==> src/design/ppfc_pkg.sv <==
// ppfc_pkg: constants, register map and state types of the pause block
// assumes one 100 MHz core clock and an AXI4-Lite master outside
package ppfc_pkg;

	// =====================================================================
	// register map (byte addresses)
	localparam logic [7:0] OFS_CTRL = 8'h00;
	localparam logic [7:0] OFS_CFG = 8'h04;
	localparam logic [7:0] OFS_ISR = 8'h08;
	localparam logic [7:0] OFS_ICLR = 8'h0c;
	localparam logic [7:0] OFS_IEN = 8'h10;
	localparam logic [7:0] OFS_SA1_LO = 8'h14;
	localparam logic [7:0] OFS_SA1_HI = 8'h18;
	localparam logic [7:0] OFS_TXPFC = 8'h1c;
	localparam logic [7:0] OFS_TXPQ = 8'h20;
	localparam logic [7:0] OFS_PFTX = 8'h24;
	localparam logic [7:0] OFS_PACT = 8'h28;

	// =====================================================================
	// field positions
	localparam int CTRL_TXEN = 3;
	localparam int CTRL_PFCTX = 17;
	localparam int CFG_FDX = 1;
	localparam int CFG_RTEST = 12;
	localparam int IRQ_PEXP = 13;
	localparam int IRQ_PTX = 14;

	// =====================================================================
	// reset values and frame constants
	localparam logic [15:0] TXPQ_RST = 16'hffff;
	localparam logic [47:0] PFC_DA = 48'h0180c2000001;
	localparam logic [15:0] PFC_TYPE = 16'h8808;
	localparam logic [15:0] PFC_OPC = 16'h0101;
	localparam logic [5:0] HDR_LEN = 6'h12;
	localparam logic [5:0] QEND = 6'h22;
	localparam logic [5:0] DATA_LEN = 6'h3c;
	localparam logic [5:0] LAST_IDX = 6'h3f;
	localparam logic [31:0] CRC_INIT = 32'hffffffff;
	localparam logic [31:0] CRC_POLY = 32'hedb88320;
	localparam int PQ_BIT_TIMES = 512;
	localparam logic [1:0] RESP_OK = 2'h0;
	localparam logic [1:0] RESP_DEC = 2'h3;

	// =====================================================================
	// state
	typedef enum logic [1:0] {ST_IDLE, ST_NORM, ST_PAUSE} ppfc_tx_e;

	typedef struct packed {
		logic [1:0] rx_sy;
		logic rx_prev;
		logic [8:0] qdiv;
		logic [7:0][15:0] pt;
		logic [7:0] pact;
		logic [1:0] isr;
		logic [1:0] ien;
		logic irq;
		logic tx_en;
		logic fdx;
		logic rtest;
		logic [47:0] sa;
		logic [15:0] pfc;
		logic [15:0] pq;
		logic [31:0] pfcnt;
		logic pend;
		logic [7:0] vec;
		logic [7:0] zm;
		logic [15:0] q;
		ppfc_tx_e st;
		logic [5:0] idx;
		logic [31:0] crc;
		logic [7:0] txd;
		logic txv;
		logic txl;
		logic ntake;
		logic aw_f;
		logic [7:0] awa;
		logic w_f;
		logic [31:0] wd;
		logic [3:0] ws;
		logic awr;
		logic wr;
		logic bv;
		logic [1:0] bresp;
		logic arr;
		logic rv;
		logic [31:0] rd;
		logic [1:0] rresp;
	} ppfc_state_s;

endpackage : ppfc_pkg

==> src/design/ppfc_top.sv <==
// ppfc_top: priority pause receive timers and pause frame generator
// assumes rx parser and tx serializer on clk_i; line clock from a pin
//
// The register addresses and the AXI4-Lite register port were chosen for this implementation.
`timescale 1ns/100ps

module ppfc_top import ppfc_pkg::*; #(
	parameter int RX_BITS_PER_CLK = 4
) (
	// clock and reset
	input wire logic clk_i,
	input wire logic nrst_i,
	// axi4-lite slave
	input wire logic [7:0] s_axi_awaddr_i,
	input wire logic s_axi_awvalid_i,
	output logic s_axi_awready_o,
	input wire logic [31:0] s_axi_wdata_i,
	input wire logic [3:0] s_axi_wstrb_i,
	input wire logic s_axi_wvalid_i,
	output logic s_axi_wready_o,
	output logic [1:0] s_axi_bresp_o,
	output logic s_axi_bvalid_o,
	input wire logic s_axi_bready_i,
	input wire logic [7:0] s_axi_araddr_i,
	input wire logic s_axi_arvalid_i,
	output logic s_axi_arready_o,
	output logic [31:0] s_axi_rdata_o,
	output logic [1:0] s_axi_rresp_o,
	output logic s_axi_rvalid_o,
	input wire logic s_axi_rready_i,
	// receive side
	input wire logic receive_line_clock_i,
	input wire logic rx_pfc_valid_i,
	input wire logic [7:0] rx_pfc_vec_i,
	input wire logic [7:0][15:0] rx_pfc_quanta_i,
	output logic [7:0] rx_pause_active_o,
	// normal frame path
	input wire logic norm_valid_i,
	input wire logic [7:0] norm_data_i,
	input wire logic norm_last_i,
	output logic norm_take_o,
	// byte stream to serializer
	output logic [7:0] tx_data_o,
	output logic tx_valid_o,
	output logic tx_last_o,
	input wire logic tx_ready_i,
	// interrupt
	output logic irq_o
);

	// =====================================================================
	// helpers
	localparam int QDIV = PQ_BIT_TIMES / RX_BITS_PER_CLK;
	localparam logic [8:0] QDIV_MAX = 9'(QDIV - 1);

	function automatic logic [31:0] ppfc_crc8(input logic [31:0] c, input logic [7:0] d);
		logic [31:0] r;
		r = c;
		for (int b = 0; b < 8; b++) begin
			r = (r[0] ^ d[b]) ? ((r >> 1) ^ CRC_POLY) : (r >> 1);
		end
		return r;
	endfunction : ppfc_crc8

	function automatic logic [7:0] ppfc_fbyte(input logic [5:0] i, input logic [47:0] sa,
		input logic [7:0] v, input logic [7:0] zm, input logic [15:0] q);
		logic [143:0] hdr;
		logic [2:0] k;
		logic [15:0] qq;
		logic [7:0] b;
		hdr = {PFC_DA, sa, PFC_TYPE, PFC_OPC, 8'h00, v};
		k = 3'((i - HDR_LEN) >> 1);
		qq = zm[k] ? 16'h0000 : q;
		// past the quanta the byte stays zero: the pad up to the fcs
		b = 8'h00;
		if (i < HDR_LEN) begin
			b = hdr[8 * (int'(HDR_LEN) - 1 - int'(i)) +: 8];
		end else if (i < QEND) begin
			b = i[0] ? qq[7:0] : qq[15:8];
		end
		return b;
	endfunction : ppfc_fbyte

	// byte strobes pick which lanes of the old value are replaced
	function automatic logic [31:0] ppfc_wmerge(input logic [31:0] o, input logic [31:0] d,
		input logic [3:0] st);
		logic [31:0] r;
		r = o;
		for (int b = 0; b < 4; b++) begin
			if (st[b]) begin
				r[8 * b +: 8] = d[8 * b +: 8];
			end
		end
		return r;
	endfunction : ppfc_wmerge

	ppfc_state_s s;
	ppfc_state_s n;

	// =====================================================================
	// next state
	always_comb begin
		logic edge_seen;
		logic tick;
		logic zero_ev;
		logic taken;
		logic [31:0] wv;
		logic [31:0] fcs;
		logic [7:0] byt;
		logic [7:0] wa;
		logic [7:0] ra;
		logic [7:0] ld;
		edge_seen = 1'b0;
		tick = 1'b0;
		zero_ev = 1'b0;
		taken = 1'b0;
		wv = 32'h0;
		fcs = 32'h0;
		byt = 8'h00;
		wa = 8'h00;
		ra = 8'h00;
		ld = rx_pfc_valid_i ? rx_pfc_vec_i : 8'h00;
		n = s;
		n.ntake = 1'b0;

		// line clock seen only through the two-flop synchroniser
		// the first flop feeds nothing but the second; metastability stays there
		n.rx_sy = {s.rx_sy[0], receive_line_clock_i};
		n.rx_prev = s.rx_sy[1];
		edge_seen = s.rx_sy[1] & ~s.rx_prev;

		// pause timers
		if (s.rtest) begin
			// test mode: no divider, one step per line edge once tx is quiet
			tick = edge_seen & (s.st == ST_IDLE) & ~s.txv;
		end else if (edge_seen) begin
			// one wrap of the divider is 512 bit times of line edges
			n.qdiv = (s.qdiv == QDIV_MAX) ? 9'h000 : s.qdiv + 9'h001;
			tick = (s.qdiv == QDIV_MAX);
		end
		// a same-cycle load wins, so its timer raises no expiry from the old count
		for (int p = 0; p < 8; p++) begin
			if (tick && s.pt[p] != 16'h0000 && !ld[p]) begin
				n.pt[p] = s.pt[p] - 16'h0001;
				if (s.pt[p] == 16'h0001) begin
					zero_ev = 1'b1;
				end
			end
		end
		// a new frame restarts the 512 bit-time window
		if (rx_pfc_valid_i) begin
			n.qdiv = 9'h000;
			for (int p = 0; p < 8; p++) begin
				if (rx_pfc_vec_i[p]) begin
					n.pt[p] = rx_pfc_quanta_i[p];
					if (rx_pfc_quanta_i[p] == 16'h0000) begin
						zero_ev = 1'b1;
					end
				end
			end
		end
		for (int p = 0; p < 8; p++) begin
			n.pact[p] = (n.pt[p] != 16'h0000);
		end

		// transmit arbiter; one bubble per byte keeps norm_take_o registered
		taken = s.txv & tx_ready_i;
		if (taken) begin
			n.txv = 1'b0;
			n.txl = 1'b0;
		end
		case (s.st)
			ST_IDLE: begin
				// pending pause wins the gap before the next queued frame
				if (s.pend) begin
					n.st = ST_PAUSE;
					n.pend = 1'b0;
					n.idx = 6'h00;
					n.crc = CRC_INIT;
				end else if (norm_valid_i) begin
					n.st = ST_NORM;
				end
			end
			ST_NORM: begin
				if (taken && s.txl) begin
					n.st = ST_IDLE;
				end else if (!s.txv && norm_valid_i) begin
					// take pulse next cycle: the source moves on at the edge after
					n.txd = norm_data_i;
					n.txv = 1'b1;
					n.txl = norm_last_i;
					n.ntake = 1'b1;
				end
			end
			ST_PAUSE: begin
				if (taken && s.txl) begin
					n.st = ST_IDLE;
					n.pfcnt = s.pfcnt + 32'h1;
				end else if (!s.txv) begin
					if (s.idx < DATA_LEN) begin
						byt = ppfc_fbyte(s.idx, s.sa, s.vec, s.zm, s.q);
						n.crc = ppfc_crc8(s.crc, byt);
					end else begin
						// fcs goes out least significant byte first
						fcs = ~s.crc;
						byt = fcs[8 * int'(s.idx - DATA_LEN) +: 8];
					end
					n.txd = byt;
					n.txv = 1'b1;
					n.txl = (s.idx == LAST_IDX);
					n.idx = s.idx + 6'h01;
				end
			end
			default: begin
				n.st = ST_IDLE;
			end
		endcase

		// axi write channels, taken in either order
		if (s_axi_awvalid_i && s.awr) begin
			n.aw_f = 1'b1;
			n.awa = s_axi_awaddr_i;
		end
		if (s_axi_wvalid_i && s.wr) begin
			n.w_f = 1'b1;
			n.wd = s_axi_wdata_i;
			n.ws = s_axi_wstrb_i;
		end
		if (s.bv && s_axi_bready_i) begin
			n.bv = 1'b0;
		end
		if (s.aw_f && s.w_f && !s.bv) begin
			n.aw_f = 1'b0;
			n.w_f = 1'b0;
			n.bv = 1'b1;
			n.bresp = RESP_OK;
			wa = {s.awa[7:2], 2'b00};
			case (wa)
				OFS_CTRL: begin
					wv = ppfc_wmerge({28'h0, s.tx_en, 3'h0}, s.wd, s.ws);
					n.tx_en = wv[CTRL_TXEN];
					// request judged on the enables held before this write
					if (wv[CTRL_PFCTX] && s.tx_en && s.fdx) begin
						n.pend = 1'b1;
						n.vec = s.pfc[7:0];
						n.zm = s.pfc[15:8];
						n.q = s.pq;
					end
				end
				OFS_CFG: begin
					wv = ppfc_wmerge({19'h0, s.rtest, 10'h0, s.fdx, 1'b0}, s.wd, s.ws);
					n.fdx = wv[CFG_FDX];
					n.rtest = wv[CFG_RTEST];
				end
				OFS_ICLR: begin
					wv = ppfc_wmerge(32'h0, s.wd, s.ws);
					n.isr = s.isr & ~wv[IRQ_PTX:IRQ_PEXP];
				end
				OFS_IEN: begin
					wv = ppfc_wmerge({17'h0, s.ien, 13'h0}, s.wd, s.ws);
					n.ien = wv[IRQ_PTX:IRQ_PEXP];
				end
				OFS_SA1_LO: begin
					n.sa[31:0] = ppfc_wmerge(s.sa[31:0], s.wd, s.ws);
				end
				OFS_SA1_HI: begin
					wv = ppfc_wmerge({16'h0, s.sa[47:32]}, s.wd, s.ws);
					n.sa[47:32] = wv[15:0];
				end
				OFS_TXPFC: begin
					wv = ppfc_wmerge({16'h0, s.pfc}, s.wd, s.ws);
					n.pfc = wv[15:0];
				end
				OFS_TXPQ: begin
					wv = ppfc_wmerge({16'h0, s.pq}, s.wd, s.ws);
					n.pq = wv[15:0];
				end
				OFS_ISR, OFS_PFTX, OFS_PACT: begin
					n.bresp = RESP_OK;
				end
				default: begin
					n.bresp = RESP_DEC;
				end
			endcase
		end

		// status events after the clear so a same-cycle event survives
		if (zero_ev) begin
			n.isr[0] = 1'b1;
		end
		if (s.st == ST_PAUSE && taken && s.txl) begin
			n.isr[1] = 1'b1;
		end
		// built from next flags so irq_o moves in step with the status bits
		n.irq = |(n.isr & n.ien);

		// axi read channel
		if (s.rv && s_axi_rready_i) begin
			n.rv = 1'b0;
		end
		if (s_axi_arvalid_i && s.arr) begin
			n.rv = 1'b1;
			n.rresp = RESP_OK;
			// unmapped reads answer zero with a decode error
			ra = {s_axi_araddr_i[7:2], 2'b00};
			case (ra)
				OFS_CTRL: n.rd = {28'h0, s.tx_en, 3'h0};
				OFS_CFG: n.rd = {19'h0, s.rtest, 10'h0, s.fdx, 1'b0};
				OFS_ISR: n.rd = {17'h0, s.isr, 13'h0};
				OFS_IEN: n.rd = {17'h0, s.ien, 13'h0};
				OFS_SA1_LO: n.rd = s.sa[31:0];
				OFS_SA1_HI: n.rd = {16'h0, s.sa[47:32]};
				OFS_TXPFC: n.rd = {16'h0, s.pfc};
				OFS_TXPQ: n.rd = {16'h0, s.pq};
				OFS_PFTX: n.rd = s.pfcnt;
				OFS_PACT: n.rd = {24'h0, s.pact};
				OFS_ICLR: n.rd = 32'h0;
				default: begin
					n.rd = 32'h0;
					n.rresp = RESP_DEC;
				end
			endcase
		end

		// readies drop while a transfer is held or answered
		n.awr = ~n.aw_f & ~n.bv;
		n.wr = ~n.w_f & ~n.bv;
		n.arr = ~n.rv;
	end

	// =====================================================================
	// state register
	always_ff @(posedge clk_i or negedge nrst_i) begin
		if (!nrst_i) begin
			// pause quantum alone resets to all ones
			s <= '0;
			s.pq <= TXPQ_RST;
		end else begin
			s <= n;
		end
	end

	// =====================================================================
	// outputs
	assign s_axi_awready_o = s.awr;
	assign s_axi_wready_o = s.wr;
	assign s_axi_bresp_o = s.bresp;
	assign s_axi_bvalid_o = s.bv;
	assign s_axi_arready_o = s.arr;
	assign s_axi_rdata_o = s.rd;
	assign s_axi_rresp_o = s.rresp;
	assign s_axi_rvalid_o = s.rv;
	assign rx_pause_active_o = s.pact;
	assign norm_take_o = s.ntake;
	assign tx_data_o = s.txd;
	assign tx_valid_o = s.txv;
	assign tx_last_o = s.txl;
	assign irq_o = s.irq;

endmodule : ppfc_top

==> config.mk <==
export PLATFORM = sky130hd
export DESIGN_NAME = ppfc_top
export DESIGN_NICKNAME = d
export VERILOG_FILES = /design/src/design/ppfc_pkg.sv /design/src/design/ppfc_top.sv
export SDC_FILE = /design/constraint.sdc
export NUM_CORES = 1
export LEC_CHECK = 0
export BUFFER_PORTS_ARGS = -buffer_cell sky130_fd_sc_hd__buf_2
export CAP_MARGIN = 20
export CORE_ASPECT_RATIO = 0.7
export CORE_MARGIN = 2
export CORE_UTILIZATION = 35
export CTS_BUF_LIST = sky130_fd_sc_hd__clkbuf_16
export CTS_CLUSTER_SIZE = 28
export DETAILED_ROUTE_END_ITERATION = 12
export SLEW_MARGIN = 5
export SYNTH_ARGS = -nofsm -noshare
export SYNTH_HDL_FRONTEND = slang
export SYNTH_SLANG_ARGS = --single-unit
==> constraint.sdc <==
create_clock -name clk_i -period 5.5 [get_ports clk_i]
set_input_delay 0 -clock clk_i [delete_from_list [all_inputs] [get_ports clk_i]]
set_output_delay 0 -clock clk_i [all_outputs]
set_load 0.02 [all_outputs]
==> impl_metrics.env <==
export IMPL_clk_buf_depth=3
export IMPL_switchingPower_mw=2.88
export IMPL_timing_critical_path_slowest_cell_delay_ns=0.77
export IMPL_place_gp_congestion=0.951
export IMPL_clkLatencyLatePin_ns=0.62
export IMPL_start_util=0.353
export IMPL_min_delay_path_class="in -> reg"
export IMPL_fmax_ghz=0.239
export IMPL_synth_lib_cells_used_distinct=95
export IMPL_standard_cell_rows=79
export IMPL_synth_top_area_frac=0.447
export IMPL_post_drt_wl_per_cell_um=20.2
export IMPL_placed_area_mm2=0.0253
export IMPL_clk_pin_slew_ns=0.06
export IMPL_die_area_mm2=0.0691
export IMPL_vdd_ir_drop_max_v=0.000245
export IMPL_transition_time_at_the_pin_with_the_least_slew_margin_ns=1.09
export IMPL_synth_edf_count=0
export IMPL_die_y_um=221
export IMPL_p_per_area_mw_per_mm2=313
export IMPL_initial_antenna_violation_count=8
export IMPL_slowest_stage="sky130_fd_sc_hd__xnor2_1"
export IMPL_final_cell_area_mm2=0.0299
export IMPL_post_synth_instance_area_mm2=0.0235
export IMPL_pins_over_their_slew_limit=0
export IMPL_final_hold_viol_count=0
export IMPL_grt_start_max_net_pins=167
export IMPL_setup_tns_ns=0
export IMPL_combinationalPowerShare=0.191
export IMPL_portBuffers=264
export IMPL_flow_area_growth_from_synthesis_pct=27.5
export IMPL_final_min_period_over_clock_period=0.762
export IMPL_wire_length_of_the_first_global_routing_pass_um=116000
export IMPL_design_final_nets=2983
export IMPL_worstPathMaxFanout=12
export IMPL_synthCells=2250
export IMPL_worstPathRequired_ns=5.97
export IMPL_p_clk_frac=0.348
export IMPL_max_slew_margin=0.255
export IMPL_routed_wirelength_um=74300
export IMPL_drtPass1Iterations=5
export IMPL_grt_overflow=0
export IMPL_sink_count_of_the_clock_tree=435
export IMPL_clock_tree_from_tritoncts="done"
export IMPL_remaining_drc_errors=0
export IMPL_outcome="finished clean"
export IMPL_cp_num_buf_inv=1
export IMPL_boundaryPins=269
export IMPL_drt_antenna_violating_nets=0
export IMPL_dp_hpwl_um=51800
export IMPL_synth_warning_count=0
export IMPL_antennaDiodeCount=0
export IMPL_yosys_area_top_type="sky130_fd_sc_hd__dfrtp_1"
export IMPL_crit_chain="inv_1, ha_1, xnor2_1, o311ai_0, o221a_2, a32oi_4, xnor2_4, xnor3_2, xnor2_2, xnor3_1, o22a_1"
export IMPL_timing_setup_critical_path_class="reg -> reg"
export IMPL_internal_power_mw=6.49
export IMPL_final_common_cell="sky130_fd_sc_hd__dfrtp_1"
export IMPL_yosys_register_bits=435
export IMPL_vias=19900
export IMPL_vias_per_cell=5.42
export IMPL_report_final_setup_viol=0
export IMPL_synth_net_count=2491
export IMPL_most_common_layout_cells="sky130_fd_sc_hd__dfrtp_1, sky130_fd_sc_hd__dlygate4sd3_1, sky130_fd_sc_hd__buf_2"
export IMPL_design_core_area_mm2=0.0664
export IMPL_global_route_usage_over_all_layers=0.214
export IMPL_cts_root_buf="sky130_fd_sc_hd__clkbuf_16"
export IMPL_synth_area_top_cells="sky130_fd_sc_hd__dfrtp_1, sky130_fd_sc_hd__mux2_2, sky130_fd_sc_hd__xnor2_1"
export IMPL_setup_worst_path_end_class="flop"
export IMPL_cts_buffers_inserted=46
export IMPL_ys_dominant_reg_cell="sky130_fd_sc_hd__dfrtp_1"
export IMPL_cts_htree_levels=2
export IMPL_fin_skew_ns=0.0422
export IMPL_setup_repair_after_global_routing_missed_its_margin="no"
export IMPL_cts_setup_buffers=0
export IMPL_maxCapViolations=0
export IMPL_fp_dieW_um=313
export IMPL_synth_seq_area_share=0.465
export IMPL_critPathArrivalTime_ns=4.66
export IMPL_first_global_vias=20200
export IMPL_setup_worst_path_start_class="flop"
export IMPL_layout_cells_sized_above_1=0.226
export IMPL_fin_crit_ns=4.19
export IMPL_asyncSetResetFlopFracSynth=1.00
export IMPL_sequentialPowerShare=0.461
export IMPL_design_power_total_mw=9.37
export IMPL_drt_initial_drc_count=1638
export IMPL_syn_mean_instance_area_um2=10.4
export IMPL_worst_path_dominant_cell_family="XOR/XNOR gates"
export IMPL_swShare=0.307
export IMPL_total_leakage_power_nw=12.6
[sequential cells by signal, summed over array words and instances (netlist names)]
register / count
irq_o: 1
n: 2
norm_take_o: 1
rx_pause_active_o: 8
s: 374
s_axi_arready_o: 1
s_axi_awready_o: 1
s_axi_bresp_o: 1
s_axi_bvalid_o: 1
s_axi_rdata_o: 32
s_axi_rresp_o: 1
s_axi_rvalid_o: 1
s_axi_wready_o: 1
tx_data_o: 8
tx_last_o: 1
tx_valid_o: 1
[cell type report]
| class | count | area [um2] |
|---|---|---|
| clock buffer | 46 | 1150 |
| clock inverter | 40 | 413 |
| fill | 6133 | 36500 |
| inverter | 38 | 143 |
| multi-input combinational | 1632 | 11600 |
| sequential | 435 | 10900 |
| tap | 891 | 1110 |
| timing repair buffer | 589 | 4560 |
[timing repair]
action	in CTS	in global routing
gates resized for setup	0	0
hold endpoints to repair	294	0
hold buffers	297	0
[synthesized netlist by cell type, types with 37 or more instances]
cell,count
sky130_fd_sc_hd__mux2_2,189
sky130_fd_sc_hd__nor3_1,57
sky130_fd_sc_hd__nand2_1,150
sky130_fd_sc_hd__buf_4,52
sky130_fd_sc_hd__o21ai_0,100
sky130_fd_sc_hd__clkbuf_1,78
sky130_fd_sc_hd__nand3_1,38
sky130_fd_sc_hd__inv_1,38
sky130_fd_sc_hd__dfrtp_1,419
sky130_fd_sc_hd__nor4_1,64
sky130_fd_sc_hd__nand4_1,37
sky130_fd_sc_hd__nor2_1,228
sky130_fd_sc_hd__a21oi_1,146
sky130_fd_sc_hd__xnor2_1,132
sky130_fd_sc_hd__xor2_1,61
[cells by family after synthesis]
family | share of synthesized area
multiplexers | 0.115
buffers and inverters | 0.0395
AND/OR/NAND/NOR | 0.166
AO/OA/AOI/OAI | 0.107
flip-flops | 0.465
XOR/XNOR | 0.0899
adder cells (fa/ha/maj) | 0.0176
[path summary, 6_finish.rpt]
| kind | end | slack [ns] | start | cells after the start |
|---|---|---|---|---|
| worst min register to register | n[436]$_DFF_PN0_ | 0.35 | n[438]$_DFF_PN0_ | 0 |
| worst max register to register | s[116]$_DFFE_PN0P_ | 1.31 | s[132]$_DFFE_PN0P_ | 11 |
| max in group asynchronous | s[392]$_DFF_PN0_ | 3.87 | nrst_i | 4 |
| min in group asynchronous | s[103]$_DFFE_PN0P_ | 0.37 | nrst_i | 3 |
| worst min-delay path | s[340]$_DFF_PN0_ | 0.03 | rx_pfc_vec_i[2] | 4 |
| worst max-delay path | s[116]$_DFFE_PN0P_ | 1.31 | s[132]$_DFFE_PN0P_ | 11 |
[through the flow]
| step | std cells | worst slack, ns | utilization | hold slack [ns] |
|---|---|---|---|---|
| after floorplan | 2250 | 1.96 | - | -0.296 |
| after global placement | 3285 | 1.51 | 0.381 | 0.0325 |
| after detailed placement | 3286 | 1.46 | 0.382 | 0.0415 |
| after CTS | 3669 | 1.43 | 0.450 | 0.0000749 |
| after global routing | 3671 | 1.17 | 0.450 | 0.0626 |
| final | 3671 | 1.31 | 0.450 | 0.0325 |
[power by group through the flow]
stage / clock [mW] / sequential, mW / combinational (mW)
floorplan: 0 / 4.12 / 1.07
global placement: 0 / 4.33 / 1.47
detailed placement: 0 / 4.36 / 1.52
CTS: 3.34 / 4.31 / 1.77
global route: 3.48 / 4.39 / 1.97
finish: 3.26 / 4.32 / 1.79
[worst register-to-register path, cell delays in order, from the launching register on]
cell and delay [ns]:
sky130_fd_sc_hd__dfrtp_1 0.41, sky130_fd_sc_hd__inv_1 0.12, sky130_fd_sc_hd__ha_1 0.28, sky130_fd_sc_hd__xnor2_1 0.77, sky130_fd_sc_hd__o311ai_0 0.32, sky130_fd_sc_hd__o221a_2 0.34
sky130_fd_sc_hd__a32oi_4 0.34, sky130_fd_sc_hd__xnor2_4 0.22, sky130_fd_sc_hd__xnor3_2 0.52, sky130_fd_sc_hd__xnor2_2 0.25, sky130_fd_sc_hd__xnor3_1 0.33, sky130_fd_sc_hd__o22a_1 0.18
[per-layer routing]
layer  GRT usage  vias up  part of all wire
met5           0        -            0.0012
met1       0.301     9954              0.46
met4      0.0695       12             0.029
li1            -     9069                 -
met3      0.0554      156             0.075
met2       0.321      709              0.43
No activity file was read; power rests on OpenSTA's default activity.
